==> src/core/adm_pkg.sv <==
package adm_pkg;

  // --------------------
  // register byte offsets
  // --------------------
  localparam logic [7:0] ADM_OFS_AXIS_SEL = 8'h00;
  localparam logic [7:0] ADM_OFS_MODE3    = 8'h04;
  localparam logic [7:0] ADM_OFS_GPO      = 8'h08;
  localparam logic [7:0] ADM_OFS_CMP_SRC  = 8'h0c;
  localparam logic [7:0] ADM_OFS_STATUS   = 8'h10;

  // --------------------
  // drive-mode field positions
  // --------------------
  localparam int ADM_B_MANUAL_DECEL_SELECT  = 0;
  localparam int ADM_B_SEPDEC = 1;
  localparam int ADM_B_SCURVE = 2;
  localparam int ADM_B_JOG_LO = 3;
  localparam int ADM_B_TRIANGLE_AVOID_ENABLE  = 5;
  localparam int ADM_B_WRAP   = 6;
  localparam int ADM_B_OUTSEL = 7;
  localparam int ADM_B_FE_LO  = 8;
  localparam int ADM_B_FL_LO  = 13;

  // filter enable groups
  localparam int ADM_FE_LIMITS = 0;
  localparam int ADM_FE_STOP2  = 1;
  localparam int ADM_FE_SERVO  = 2;
  localparam int ADM_FE_JOG    = 3;
  localparam int ADM_FE_GPIN   = 4;

  // per-axis filtered input index
  localparam int ADM_IN_LIM_P  = 0;
  localparam int ADM_IN_LIM_M  = 1;
  localparam int ADM_IN_STOP0  = 2;
  localparam int ADM_IN_STOP1  = 3;
  localparam int ADM_IN_STOP2  = 4;
  localparam int ADM_IN_INPOS  = 5;
  localparam int ADM_IN_ALARM  = 6;
  localparam int ADM_IN_JOG_P  = 7;
  localparam int ADM_IN_JOG_M  = 8;
  localparam int ADM_IN_GP_LO  = 9;
  localparam int ADM_IN_NUM    = 15;

  // jog mode codes
  localparam logic [1:0] ADM_JOG_OFF   = 2'b00;
  localparam logic [1:0] ADM_JOG_CONT  = 2'b01;
  localparam logic [1:0] ADM_JOG_FIXED = 2'b10;
  localparam logic [1:0] ADM_JOG_WHEEL = 2'b11;

  // --------------------
  // reset values and responses
  // --------------------
  localparam logic [15:0] ADM_MODE3_RST = 16'h0000;
  localparam logic [15:0] ADM_GPO_RST   = 16'h0000;
  localparam logic        ADM_PIN_IDLE  = 1'b1;
  localparam logic [1:0]  ADM_RESP_OK   = 2'b00;
  localparam logic [1:0]  ADM_RESP_ERR  = 2'b10;

  // --------------------
  // filter timing
  // --------------------
  localparam int ADM_CLK_NS       = 10;
  localparam int ADM_FLT_SHORT_NS = 2000;
  localparam int ADM_FLT_BASE_NS  = 256000;
  localparam int ADM_FLT_SHORT_CYC = ADM_FLT_SHORT_NS / ADM_CLK_NS;
  localparam int ADM_FLT_BASE_CYC  = ADM_FLT_BASE_NS / ADM_CLK_NS;
  localparam int ADM_FLT_CNT_W     = 21;

endpackage

==> src/core/adm_axis_mode.sv <==
// Operation
// - each axis has its own drive-mode copy; writes go to selected axis
// - mode bit 0 selects automatic, 1 manual deceleration
// - separate-rate 0 uses acceleration for both ramps, 1 uses decel
// - profile bit 0 trapezoid, 1 S-curve; host loads jerk first
// - jog field: off, continuous, fixed move, handwheel
// - continuous jog emits pulses while jog input is low
// - fixed jog starts move on high-to-low jog input edge
// - handwheel: plus rise or fall while minus low starts moves
// - triangle-avoid bit enables triangle prevention on fixed moves
// - wrap bit makes both position counters ring counters
// - output select: 0 general outputs, 1 drive status outputs
// - status outputs 0 and 1 show jerk rising and falling
// - outputs 2 and 3 show upper and lower compare results
// - status output 4 high while drive pulses are emitted
// - outputs 5 to 7 show accelerate, constant, decelerate
// - home search deviation clear overrides output 0
// - five filter enables route groups through filter or bypass
// - shared emergency filter enable comes from first axis only
// - three-bit time constant selects eight filter delays
// - output register low byte first axis, high byte second
// - drive-mode registers clear to zero on reset
// - output register clears to zero, pins low on reset
// - compare source bit picks logical or real counter
`timescale 1ns/1ps
module adm_axis_mode
  import adm_pkg::*;
#(
  parameter int FLT_SHORT_CYC = ADM_FLT_SHORT_CYC,
  parameter int FLT_BASE_CYC  = ADM_FLT_BASE_CYC
)
(
  // clock and reset
  input  wire logic                    aclk,
  input  wire logic                    aresetn,
  // axi4-lite write
  input  wire logic [7:0]              awaddr,
  input  wire logic                    awvalid,
  output logic                         awready,
  input  wire logic [31:0]             wdata,
  input  wire logic [3:0]              wstrb,
  input  wire logic                    wvalid,
  output logic                         wready,
  output logic [1:0]                   bresp,
  output logic                         bvalid,
  input  wire logic                    bready,
  // axi4-lite read
  input  wire logic [7:0]              araddr,
  input  wire logic                    arvalid,
  output logic                         arready,
  output logic [31:0]                  rdata,
  output logic [1:0]                   rresp,
  output logic                         rvalid,
  input  wire logic                    rready,
  // raw input pins, index 0 first axis
  input  wire logic                    emergency_stop_input,
  input  wire logic [1:0]              plus_limit_input,
  input  wire logic [1:0]              minus_limit_input,
  input  wire logic [1:0][1:0]         decel_stop_inputs,
  input  wire logic [1:0]              index_stop_input,
  input  wire logic [1:0]              in_position_input,
  input  wire logic [1:0]              servo_alarm_input,
  input  wire logic [1:0]              jog_plus_input,
  input  wire logic [1:0]              jog_minus_input,
  input  wire logic [1:0][5:0]         general_inputs,
  // drive status from pulse generator
  input  wire logic [1:0]              jerk_rising_flag,
  input  wire logic [1:0]              jerk_falling_flag,
  input  wire logic [1:0]              drive_active,
  input  wire logic [1:0]              accelerating_flag,
  input  wire logic [1:0]              constant_speed_flag,
  input  wire logic [1:0]              decelerating_flag,
  input  wire logic [1:0]              home_dcc_active,
  input  wire logic [1:0]              deviation_clear_output,
  // position counters and compare values
  input  wire logic [1:0][31:0]        logical_position,
  input  wire logic [1:0][31:0]        real_position,
  input  wire logic [1:0][31:0]        upper_compare,
  input  wire logic [1:0][31:0]        lower_compare,
  // ramp rates
  input  wire logic [1:0][15:0]        accel_rate,
  input  wire logic [1:0][15:0]        decel_rate,
  output logic [1:0][15:0]             ramp_rate,
  // mode outputs to the pulse generator
  output logic [1:0]                   manual_decel_select,
  output logic [1:0]                   separate_decel_rate_enable,
  output logic [1:0]                   scurve_profile_select,
  output logic [1:0]                   triangle_avoid_enable,
  output logic [1:0]                   counter_wrap_enable,
  // jog drive requests
  output logic [1:0]                   jog_cont_plus,
  output logic [1:0]                   jog_cont_minus,
  output logic [1:0]                   jog_start_plus,
  output logic [1:0]                   jog_start_minus,
  // filtered inputs
  output logic                         emergency_filtered,
  output logic [1:0][ADM_IN_NUM-1:0]   filtered_inputs,
  // output pins
  output logic [1:0][7:0]              axis_output_pins
);

  logic [1:0][15:0]           mode_r;
  logic [1:0][15:0]           mode_nxt;
  logic [15:0]                gpo_r;
  logic [15:0]                gpo_nxt;
  logic                       sel_r;
  logic                       sel_nxt;
  logic [1:0]                 cmp_src_r;
  logic [1:0]                 cmp_src_nxt;
  logic                       bvalid_r;
  logic                       bvalid_nxt;
  logic [1:0]                 bresp_r;
  logic [1:0]                 bresp_nxt;
  logic                       rvalid_r;
  logic                       rvalid_nxt;
  logic [1:0]                 rresp_r;
  logic [1:0]                 rresp_nxt;
  logic [31:0]                rdata_r;
  logic [31:0]                rdata_nxt;
  logic                       wr_go;
  logic                       rd_go;
  logic [1:0][7:0]            pins_r;
  logic [1:0][7:0]            pins_nxt;
  logic [1:0][15:0]           rate_r;
  logic [1:0][15:0]           rate_nxt;
  logic [1:0][ADM_IN_NUM-1:0] raw_in;
  logic [1:0][ADM_IN_NUM-1:0] flt_en;

  // --------------------
  // bus handshake
  // --------------------
  assign wr_go   = awvalid & wvalid & ~bvalid_r;
  assign rd_go   = arvalid & ~rvalid_r;
  assign awready = wr_go;
  assign wready  = wr_go;
  assign arready = rd_go;
  assign bvalid  = bvalid_r;
  assign bresp   = bresp_r;
  assign rvalid  = rvalid_r;
  assign rresp   = rresp_r;
  assign rdata   = rdata_r;

  // --------------------
  // register writes and reads
  // --------------------
  always_comb
  begin
    mode_nxt    = mode_r;
    gpo_nxt     = gpo_r;
    sel_nxt     = sel_r;
    cmp_src_nxt = cmp_src_r;
    bvalid_nxt  = bvalid_r & ~bready;
    bresp_nxt   = bresp_r;
    rvalid_nxt  = rvalid_r & ~rready;
    rresp_nxt   = rresp_r;
    rdata_nxt   = rdata_r;
    if (wr_go)
    begin
      bvalid_nxt = 1'b1;
      bresp_nxt  = ADM_RESP_OK;
      case (awaddr)
        ADM_OFS_AXIS_SEL:
          if (wstrb[0])
            sel_nxt = wdata[0];
        ADM_OFS_MODE3:
        begin
          if (wstrb[0])
            mode_nxt[sel_r][7:0] = wdata[7:0];
          if (wstrb[1])
            mode_nxt[sel_r][15:8] = wdata[15:8];
        end
        ADM_OFS_GPO:
        begin
          if (wstrb[0])
            gpo_nxt[7:0] = wdata[7:0];
          if (wstrb[1])
            gpo_nxt[15:8] = wdata[15:8];
        end
        ADM_OFS_CMP_SRC:
          if (wstrb[0])
            cmp_src_nxt = wdata[1:0];
        default:
          bresp_nxt = ADM_RESP_ERR;
      endcase
    end
    if (rd_go)
    begin
      rvalid_nxt = 1'b1;
      rresp_nxt  = ADM_RESP_OK;
      case (araddr)
        ADM_OFS_AXIS_SEL:
          rdata_nxt = {31'h0, sel_r};
        ADM_OFS_MODE3:
          rdata_nxt = {16'h0, mode_r[sel_r]};
        ADM_OFS_GPO:
          rdata_nxt = {16'h0, gpo_r};
        ADM_OFS_CMP_SRC:
          rdata_nxt = {30'h0, cmp_src_r};
        ADM_OFS_STATUS:
          rdata_nxt = {6'h0, jog_cont_minus[sel_r], jog_cont_plus[sel_r],
                       axis_output_pins[sel_r], emergency_filtered,
                       filtered_inputs[sel_r]};
        default:
        begin
          rdata_nxt = 32'h0;
          rresp_nxt = ADM_RESP_ERR;
        end
      endcase
    end
  end

  always_ff @(posedge aclk)
  begin
    if (!aresetn)
    begin
      mode_r    <= {2{ADM_MODE3_RST}};
      gpo_r     <= ADM_GPO_RST;
      sel_r     <= 1'b0;
      cmp_src_r <= 2'b00;
      bvalid_r  <= 1'b0;
      bresp_r   <= ADM_RESP_OK;
      rvalid_r  <= 1'b0;
      rresp_r   <= ADM_RESP_OK;
      rdata_r   <= 32'h0;
    end
    else
    begin
      mode_r    <= mode_nxt;
      gpo_r     <= gpo_nxt;
      sel_r     <= sel_nxt;
      cmp_src_r <= cmp_src_nxt;
      bvalid_r  <= bvalid_nxt;
      bresp_r   <= bresp_nxt;
      rvalid_r  <= rvalid_nxt;
      rresp_r   <= rresp_nxt;
      rdata_r   <= rdata_nxt;
    end
  end

  // --------------------
  // input filters and jog decode
  // --------------------
  adm_in_filter #(
    .SHORT_CYC (FLT_SHORT_CYC),
    .BASE_CYC  (FLT_BASE_CYC)
  ) u_emg_flt (
    .aclk      (aclk),
    .aresetn   (aresetn),
    .pin       (emergency_stop_input),
    .enable    (mode_r[0][ADM_B_FE_LO + ADM_FE_LIMITS]),
    .time_code (mode_r[0][ADM_B_FL_LO +: 3]),
    .level     (emergency_filtered)
  );

  for (genvar a = 0; a < 2; a++)
  begin : g_axis
    assign raw_in[a] = {general_inputs[a], jog_minus_input[a],
                        jog_plus_input[a], servo_alarm_input[a],
                        in_position_input[a], index_stop_input[a],
                        decel_stop_inputs[a], minus_limit_input[a],
                        plus_limit_input[a]};
    for (genvar k = 0; k < ADM_IN_NUM; k++)
    begin : g_in
      localparam int GRP = (k >= ADM_IN_GP_LO) ? ADM_FE_GPIN :
                           (k >= ADM_IN_JOG_P) ? ADM_FE_JOG :
                           (k >= ADM_IN_INPOS) ? ADM_FE_SERVO :
                           (k == ADM_IN_STOP2) ? ADM_FE_STOP2 :
                           ADM_FE_LIMITS;
      assign flt_en[a][k] = mode_r[a][ADM_B_FE_LO + GRP];
      adm_in_filter #(
        .SHORT_CYC (FLT_SHORT_CYC),
        .BASE_CYC  (FLT_BASE_CYC)
      ) u_flt (
        .aclk      (aclk),
        .aresetn   (aresetn),
        .pin       (raw_in[a][k]),
        .enable    (flt_en[a][k]),
        .time_code (mode_r[a][ADM_B_FL_LO +: 3]),
        .level     (filtered_inputs[a][k])
      );
    end
    adm_jog_decode u_jog (
      .aclk              (aclk),
      .aresetn           (aresetn),
      .external_jog_mode (mode_r[a][ADM_B_JOG_LO +: 2]),
      .jog_plus          (filtered_inputs[a][ADM_IN_JOG_P]),
      .jog_minus         (filtered_inputs[a][ADM_IN_JOG_M]),
      .cont_plus         (jog_cont_plus[a]),
      .cont_minus        (jog_cont_minus[a]),
      .start_plus        (jog_start_plus[a]),
      .start_minus       (jog_start_minus[a])
    );
    assign manual_decel_select[a]        = mode_r[a][ADM_B_MANUAL_DECEL_SELECT];
    assign separate_decel_rate_enable[a] = mode_r[a][ADM_B_SEPDEC];
    assign scurve_profile_select[a]      = mode_r[a][ADM_B_SCURVE];
    assign triangle_avoid_enable[a]      = mode_r[a][ADM_B_TRIANGLE_AVOID_ENABLE];
    assign counter_wrap_enable[a]        = mode_r[a][ADM_B_WRAP];
  end

  // --------------------
  // output pins and ramp rate
  // --------------------
  always_comb
  begin
    pins_nxt = pins_r;
    rate_nxt = rate_r;
    for (int a = 0; a < 2; a++)
    begin
      logic [31:0] pos;
      logic [7:0]  stat;
      pos  = cmp_src_r[a] ? real_position[a] : logical_position[a];
      stat = {decelerating_flag[a], constant_speed_flag[a],
              accelerating_flag[a], drive_active[a],
              $signed(pos) < $signed(lower_compare[a]),
              $signed(pos) >= $signed(upper_compare[a]),
              jerk_falling_flag[a], jerk_rising_flag[a]};
      if (mode_r[a][ADM_B_OUTSEL])
        pins_nxt[a] = stat;
      else
        pins_nxt[a] = gpo_r[8*a +: 8];
      if (home_dcc_active[a])
        pins_nxt[a][0] = deviation_clear_output[a];
      if (mode_r[a][ADM_B_SEPDEC] && decelerating_flag[a])
        rate_nxt[a] = decel_rate[a];
      else
        rate_nxt[a] = accel_rate[a];
    end
  end

  always_ff @(posedge aclk)
  begin
    if (!aresetn)
    begin
      pins_r <= {ADM_GPO_RST};
      rate_r <= '0;
    end
    else
    begin
      pins_r <= pins_nxt;
      rate_r <= rate_nxt;
    end
  end

  assign axis_output_pins = pins_r;
  assign ramp_rate        = rate_r;

endmodule

==> src/core/adm_in_filter.sv <==
`timescale 1ns/1ps
module adm_in_filter
  import adm_pkg::*;
#(
  parameter int SHORT_CYC = ADM_FLT_SHORT_CYC,
  parameter int BASE_CYC  = ADM_FLT_BASE_CYC
)
(
  // clock and reset
  input  wire logic       aclk,
  input  wire logic       aresetn,
  // pin side
  input  wire logic       pin,
  input  wire logic       enable,
  input  wire logic [2:0] time_code,
  // filtered level
  output logic            level
);

  logic [2:0]               sync_r;
  logic [2:0]               sync_nxt;
  logic [ADM_FLT_CNT_W-1:0] cnt_r;
  logic [ADM_FLT_CNT_W-1:0] cnt_nxt;
  logic [ADM_FLT_CNT_W-1:0] limit;
  logic                     lvl_r;
  logic                     lvl_nxt;
  logic                     stable;

  assign level = lvl_r;

  // --------------------
  // stability counter
  // --------------------
  always_comb
  begin
    sync_nxt = {sync_r[1:0], pin};
    stable   = (sync_r[1] == sync_r[2]);
    if (time_code == 3'h0)
      limit = ADM_FLT_CNT_W'(SHORT_CYC);
    else
      limit = ADM_FLT_CNT_W'(BASE_CYC) << (time_code - 3'h1);
    cnt_nxt = cnt_r;
    lvl_nxt = lvl_r;
    if (!enable)
    begin
      cnt_nxt = '0;
      if (stable)
        lvl_nxt = sync_r[2];
    end
    else if (!stable || sync_r[2] == lvl_r)
      cnt_nxt = '0;
    else if (cnt_r >= limit - ADM_FLT_CNT_W'(1))
    begin
      lvl_nxt = sync_r[2];
      cnt_nxt = '0;
    end
    else
      cnt_nxt = cnt_r + ADM_FLT_CNT_W'(1);
  end

  always_ff @(posedge aclk)
  begin
    if (!aresetn)
    begin
      sync_r <= {3{ADM_PIN_IDLE}};
      cnt_r  <= '0;
      lvl_r  <= ADM_PIN_IDLE;
    end
    else
    begin
      sync_r <= sync_nxt;
      cnt_r  <= cnt_nxt;
      lvl_r  <= lvl_nxt;
    end
  end

endmodule

==> src/core/adm_jog_decode.sv <==
`timescale 1ns/1ps
module adm_jog_decode
  import adm_pkg::*;
(
  // clock and reset
  input  wire logic       aclk,
  input  wire logic       aresetn,
  // filtered jog levels and mode
  input  wire logic [1:0] external_jog_mode,
  input  wire logic       jog_plus,
  input  wire logic       jog_minus,
  // drive requests
  output logic            cont_plus,
  output logic            cont_minus,
  output logic            start_plus,
  output logic            start_minus
);

  logic       plus_d_r;
  logic       minus_d_r;
  logic [3:0] req_r;
  logic [3:0] req_nxt;
  logic       plus_fall;
  logic       plus_rise;
  logic       minus_fall;

  assign cont_plus   = req_r[0];
  assign cont_minus  = req_r[1];
  assign start_plus  = req_r[2];
  assign start_minus = req_r[3];

  // --------------------
  // mode decode
  // --------------------
  always_comb
  begin
    plus_fall  = plus_d_r & ~jog_plus;
    plus_rise  = ~plus_d_r & jog_plus;
    minus_fall = minus_d_r & ~jog_minus;
    req_nxt    = 4'h0;
    case (external_jog_mode)
      ADM_JOG_OFF:
        req_nxt = 4'h0;
      ADM_JOG_CONT:
      begin
        req_nxt[0] = ~jog_plus;
        req_nxt[1] = ~jog_minus;
      end
      ADM_JOG_FIXED:
      begin
        req_nxt[2] = plus_fall;
        req_nxt[3] = minus_fall;
      end
      ADM_JOG_WHEEL:
      begin
        req_nxt[2] = plus_rise & ~jog_minus;
        req_nxt[3] = plus_fall & ~jog_minus;
      end
      default:
        req_nxt = 4'h0;
    endcase
  end

  always_ff @(posedge aclk)
  begin
    if (!aresetn)
    begin
      plus_d_r  <= ADM_PIN_IDLE;
      minus_d_r <= ADM_PIN_IDLE;
      req_r     <= 4'h0;
    end
    else
    begin
      plus_d_r  <= jog_plus;
      minus_d_r <= jog_minus;
      req_r     <= req_nxt;
    end
  end

endmodule

==> config.mk <==
export PLATFORM = sky130hd
export DESIGN_NAME = adm_axis_mode
export DESIGN_NICKNAME = d
export VERILOG_FILES = /design/src/core/adm_pkg.sv /design/src/core/adm_axis_mode.sv /design/src/core/adm_in_filter.sv /design/src/core/adm_jog_decode.sv
export SDC_FILE = /design/constraint.sdc
export NUM_CORES = 2
export LEC_CHECK = 0
export BUFFER_PORTS_ARGS = -buffer_cell sky130_fd_sc_hd__buf_2
export CAP_MARGIN = 20
export CORE_ASPECT_RATIO = 1.4
export CORE_MARGIN = 2
export CORE_UTILIZATION = 36
export CTS_BUF_LIST = sky130_fd_sc_hd__clkbuf_8
export DETAILED_ROUTE_END_ITERATION = 12
export MAX_ROUTING_LAYER = met4
export PLACE_DENSITY_LB_ADDON = 0.2
export SYNTH_ARGS = -nofsm -noshare
export SYNTH_HDL_FRONTEND = slang
export SYNTH_SLANG_ARGS = --single-unit
==> constraint.sdc <==
create_clock -name aclk -period 15 [get_ports aclk]
set_input_delay 0.75 -clock aclk [delete_from_list [all_inputs] [get_ports aclk]]
set_output_delay 0.75 -clock aclk [all_outputs]
set_load 0.02 [all_outputs]
; Word-level counts from Yosys, hierarchy flattened
; Index checks and enable logic that the tools add are counted.
[classes]
n_addsub = 35
mul = 0
n_div = 0
magnitude_cmp = 37
n_eq_ne = 137
n_shift = 2
muxes = 161
bitwise_logic = 36
n_reduce_logical = 171
[ops]
columns = operator, n
row1 = $add 21x1->21 const B, 31
row2 = $ge 21x21->1, 31
row3 = $mux 32, 6
row4 = $mux 1, 132
row5 = $pmux 26 s5, 1
row6 = $reduce_or 4->1, 32
row7 = $reduce_and 3->1, 35
row8 = $mux 16, 5
row9 = $bwmux 32, 2
row10 = $ge 32x32->1, 2
row11 = $lt 32x32->1, 2
row12 = $eq 1x1->1, 62
row13 = $ne 2x1->1 const B, 31
row14 = $ne 2x2->1 const B, 31
row15 = $reduce_bool 2->1, 31
row16 = $mux 21, 2
row17 = $shl 15x3->21 const A, 2
row18 = $sub 21x1->21 const B, 2
row19 = $mux 8, 5
row20 = $demux 16 s1, 2
row21 = $eq 8x4->1 const B, 4
row22 = $logic_not 1->1, 31
row23 = $logic_or 1x1->1, 31
row24 = $mux 15, 2
row25 = 16 further kinds, 64
[totals]
regBits = 924
latch_bits = 0
mem_bits_rw = 0
rom_bits = 0
mem_count = 0

; Logic depth before layout (Yosys ltp)
[logic_depth]
ltp_word = 10
depth_mapped = 22
mapped_depth_nobuf = 19

; Cells and area by module
; From an unflattened synthesis, not the netlist that was laid out.
[hier_totals]
hier_cells = 8600
hier_area_um2 = 69142.6
[modules_own_cells]
columns = mod, instances, cells_per_inst, area_each_um2
row1 = adm_in_filter (g_axis[0].g_in[0].u_flt ...), 26, 238, 1906.8
row2 = adm_axis_mode, 1, 1187, 9688.0
row3 = adm_in_filter (g_axis[1].g_in[11].u_flt ...), 3, 235, 1863.0
row4 = adm_in_filter (g_axis[1].g_in[14].u_flt), 1, 237, 1951.9
row5 = adm_in_filter (u_emg_flt), 1, 247, 1933.1
row6 = adm_jog_decode, 2, 18, 201.4

; Least setup slack after synthesis
; OpenSTA, ideal clock, no wires.
[synth_path]
path_type = flip-flop to flip-flop
from = register mode_r[14] in the netlist's numbering
to = register g_axis[0].g_in[1].u_flt.cnt_r[10]
t_arrival_ns = 5.880
path_slack_ns = 9.055
stages_incl_launch_ff = 21
path_buffers = 4
cell_sequence = dfxtp_1 clkbuf_1 inv_1 ha_1 nand2b_1 inv_1 clkbuf_1 buf_1 a211oi_1 a21oi_1 ha_1 and3_1 a221o_1 a21oi_1 a31oi_1 a2111oi_0 nor4_1 maj3_1 or3_1 clkbuf_1 nor2_1
[synth_via]
elab_chain_len = 6
[synth_rtl]
columns = item, line_no
row1 = "start, declared", adm_axis_mode.sv:102  ; logic [1:0][15:0] mode_r;
row2 = "start signal, assigned", adm_axis_mode.sv:216  ; mode_r <= {2{ADM_MODE3_RST}};
row3 = "start signal, assigned", adm_axis_mode.sv:228  ; mode_r <= mode_nxt;
row4 = $sub 3x1->3, adm_in_filter.sv:41  ; limit = ADM_FLT_CNT_W'(BASE_CYC) << (time_code - 3'h1);
row5 = $shl 15x3->21, adm_in_filter.sv:41
row6 = $mux 21 (*), adm_in_filter.sv:38  ; if (time_code == 3'h0)
row7 = $sub 21x1->21 (*), adm_in_filter.sv:52  ; else if (cnt_r >= limit - ADM_FLT_CNT_W'(1))
row8 = $ge 21x21->1 (*), adm_in_filter.sv:52
row9 = $reduce_or 4->1 (no line) (*), n/a
row10 = "end signal, assigned", adm_in_filter.sv:72  ; cnt_r <= cnt_nxt;
row11 = "end, declared", adm_in_filter.sv:22  ; logic [ADM_FLT_CNT_W-1:0] cnt_r;
; Every way passes the cells marked *; elsewhere a longest branch is shown, timed or not.
; A chain may end at the register's enable or synchronous reset.

; Final worst setup path
[layout_path]
from = register mode_r[14] in the netlist's numbering
to = register g_axis[0].g_in[5].u_flt.cnt_r[18]
[layout_via]
elab_chain_len = 6
[layout_rtl]
columns = item, line_no
row1 = $sub 3x1->3, adm_in_filter.sv:41
row2 = $shl 15x3->21, adm_in_filter.sv:41
row3 = $mux 21 (*), adm_in_filter.sv:38
row4 = $sub 21x1->21 (*), adm_in_filter.sv:52
row5 = $ge 21x21->1 (*), adm_in_filter.sv:52
row6 = $reduce_or 4->1 (no line) (*), n/a
row7 = "end signal, assigned", adm_in_filter.sv:72
row8 = "end, declared", adm_in_filter.sv:22
; Marked as above.

==> results_dict.tcl <==
set metrics [dict create \
    drv_cap 0 \
    final_cells 8870 \
    max_freq_mhz 156 \
    worstPathRequired_ns 15.77 \
    synth-seq-cells 916 \
    yosysMostFrequentCell "nor2_1" \
    drtPass1Iterations 8 \
    hold_violations 0 \
    r2r-end "g_axis[0].g_in[5].u_flt.cnt_r[18]" \
    nFillCells 14809 \
    die_h_um 456 \
    status "finished, final reports clean" \
    fin_nets 7711 \
    p_per_area_mw_per_mm2 84.0 \
    cp-start-kind "flip-flop" \
    drt_wl_total_um 169000 \
    synth_top_cells_by_area "dfxtp_1 35%, ha_1 12%, nor2_1 6.8%" \
    rsz0062_at_grt "false" \
    synth_ff_type "dfxtp_1" \
    wl_met1_um 74300 \
    whs_path_depth 3 \
    ios 564 \
    h-tree-depth 4 \
    cp.arrival_ns 7.17 \
    timing.rr.start "mode_r[14]" \
    dpl_cell_area_mm2 0.0571 \
    syn_area_mm2 0.0526 \
    first_global_vias 44703 \
    grt_util_all_layers 0.226 \
    worst_setup_path_end_kind "flip-flop" \
    clk-insertion-delay-late_ns 0.89 \
    fin_crit_ns 6.40 \
    dr.max_layer_used "met4" \
    holdPathEnd "ramp_rate[21]" \
    cts_setup_buffers 0 \
    vdd_drop_max_v 0.0000790 \
    setup_tns_ns 0 \
    cts_tree "yes" \
    die_area_mm2 0.149 \
    reg2reg_slack_ns 8.60 \
    coreArea_mm2 0.146 \
    setup_viol 0 \
    place_hpwl_um 125000 \
    fin_skew_ns 0.0400 \
    synthCells 6277 \
    timing.final.crit_share 0.427 \
    layout-area-overhead-vs-synth_pct 15.5 \
    num_vias 46173 \
    reg2reg_depth 19 \
    synth_top_area_share 0.348 \
    synth_top_area_cell "dfxtp_1" \
    final_max_slew_viol_count 0 \
    gr-total-overflow 0 \
    rows 166 \
    wl_met2_um 81900 \
    yosysWarnings 0 \
    maxSlewHeadroom 0.284 \
    place_ws_ns 8.26 \
    cp_max_fo 21 \
    min_from "decel_rate[21]" \
    place_inst 8530 \
    synth_top_cells_by_count "960 x nor2_1, 916 x dfxtp_1, 494 x ha_1" \
    antenna_found_initial 19 \
    clk_pin_slew_ns 0.06 \
    synth_seq_area_share 0.348 \
    initial_utilization 0.361 \
    drive_gt1_frac 0.147 \
    power_leakage_nw 24.2 \
    setup_ws_ns 8.60 \
    worst_slew_pin_slew_ns 1.07 \
    postLayoutCellArea_mm2 0.0608 \
    synth_cell_types 88 \
    cts_buffer_depth 3 \
    avgSynthCellArea_um2 8.38 \
    die_w_um 327 \
    clock_sinks 916 \
    holdBufCountCts 28 \
    criticalPathCategory "flip-flop to flip-flop" \
    cts-root-buf "clkbuf_8" \
    drtAntennaViolNets 0 \
    portBuffers 537 \
    cts_made_buffers 161 \
    wl_met3_um 7990 \
    post_drt_wl_per_cell_um 19.0 \
    gp_congestion 0.940 \
    hp-class "input pin to flip-flop" \
    synthArstFlopShare 0 \
    drt_iter0_markers 2495 \
    routed_via_density 5.21 \
    synth_edf_count 0 \
    cts_resized 0 \
    grt_pass1_wl_um 257000 \
    drc_errors 0 \
    grt_max_degree 94 \
]
layout make-up:
type	instances	area [µm²]	share of cell area
clock inverters	82	508	0.00836
well taps	1932	2420	0.0398
clock buffers	206	2840	0.0467
repair buffers	625	3460	0.0569
inverters	254	958	0.0158
multi-input cells	4833	32200	0.530
diodes	22	55.1	0.000906
flip-flops and latches	916	18300	0.302
worst max-delay path, cell delays in order (launching register included):
cell,delay (ns)
dfxtp_1,0.61
inv_1,0.30
ha_1,0.34
nor3_1,0.51
nor2_1,0.09
o31a_1,0.30
mux2i_1,0.15
a211oi_1,0.08
a21oi_2,0.64
buf_4,0.39
ha_1,0.30
a21o_1,0.16
a21o_1,0.17
a21o_1,0.18
o21ai_0,0.17
o2111ai_1,0.14
a41o_1,0.24
maj3_1,0.38
nand4b_1,0.84
nor2_1,0.31
worst max path at each step:
stage          startpoint                           endpoint  slack, ns
2_1_floorplan  mode_r[14]  g_axis[0].g_in[1].u_flt.cnt_r[10]       9.05
3_3_place_gp   mode_r[14]   g_axis[0].g_in[4].u_flt.cnt_r[7]       8.41
3_5_place_dp   mode_r[14]  g_axis[0].g_in[4].u_flt.cnt_r[20]       8.26
4_1_cts        mode_r[14]   g_axis[0].g_in[4].u_flt.cnt_r[7]       8.26
5_1_grt        mode_r[14]  g_axis[0].g_in[5].u_flt.cnt_r[14]       8.14
6_report       mode_r[14]  g_axis[0].g_in[5].u_flt.cnt_r[18]       8.60
routing by layer:
metal	vias up	track usage
met5	-	-
met3	257	0.0382
met4	0	0.0694
met2	918	0.383
met1	21986	0.274
li1	23012	-
state kept, by name (all words and copies together), names as in the netlist, 3 cells and up:
register	flops
g_axis.g_in.u_flt.cnt_r	630
g_axis.g_in.u_flt.sync_r	90
ramp_rate	32
g_axis.g_in.u_flt.level	30
rdata	26
u_emg_flt.cnt_r	21
axis_output_pins	16
gpo_r	16
mode_r	12
flt_en	10
g_axis.u_jog.req_r	8
u_emg_flt.sync_r	3
power breakdown:
part / internal, W / leakage [nW] / switching (W)
registers: 0.00245 / 7.41 / 0.0000111
logic: 0.000105 / 14.9 / 0.000128
clock network: 0.00129 / 1.90 / 0.00112
total: 0.00385 / 24.2 / 0.00126
cell families (layout without fill, tap and decap cells):
logic type,count (synthesis),after routing,share of synthesized area
flip-flops,916,916,0.348
AND/OR/NAND/NOR,2675,2675,0.243
buffers and inverters,535,1167,0.0427
other,1,30,0.0000713
XOR/XNOR,595,595,0.0990
adder cells (fa/ha/maj),516,516,0.122
multiplexers,155,155,0.0315
AO/OA/AOI/OAI,884,884,0.114
cell usage in the layout, fill, tap and decap left out, types with 43 or more instances in the layout:
master and instances:
nor3_1 189, nor2_1 959, buf_2 536, nand3_1 317
a21oi_1 253, mux2_2 85, xnor2_1 245, nor2b_1 48
buf_4 56, nand2b_1 126, a31oi_1 43, nand2_1 486
and3_1 130, nand4_1 162, clkbuf_8 206, inv_1 294
a211oi_1 53, mux2i_1 69, o21ai_0 109, nor4_1 44
ha_1 494, xor2_1 346, a21o_1 103, dfxtp_1 914
stage by stage:
step | power, W | hold slack (ns) | utilization
floorplan | 0.00263 | 0.386 | -
global placement | 0.00274 | 0.400 | 0.392
detailed placement | 0.00274 | 0.391 | 0.392
CTS | 0.00519 | 0.00109 | 0.417
global route | 0.00531 | 0.0402 | 0.417
finish | 0.00510 | 0.0946 | 0.417
(Power assumes the default switching activity.)
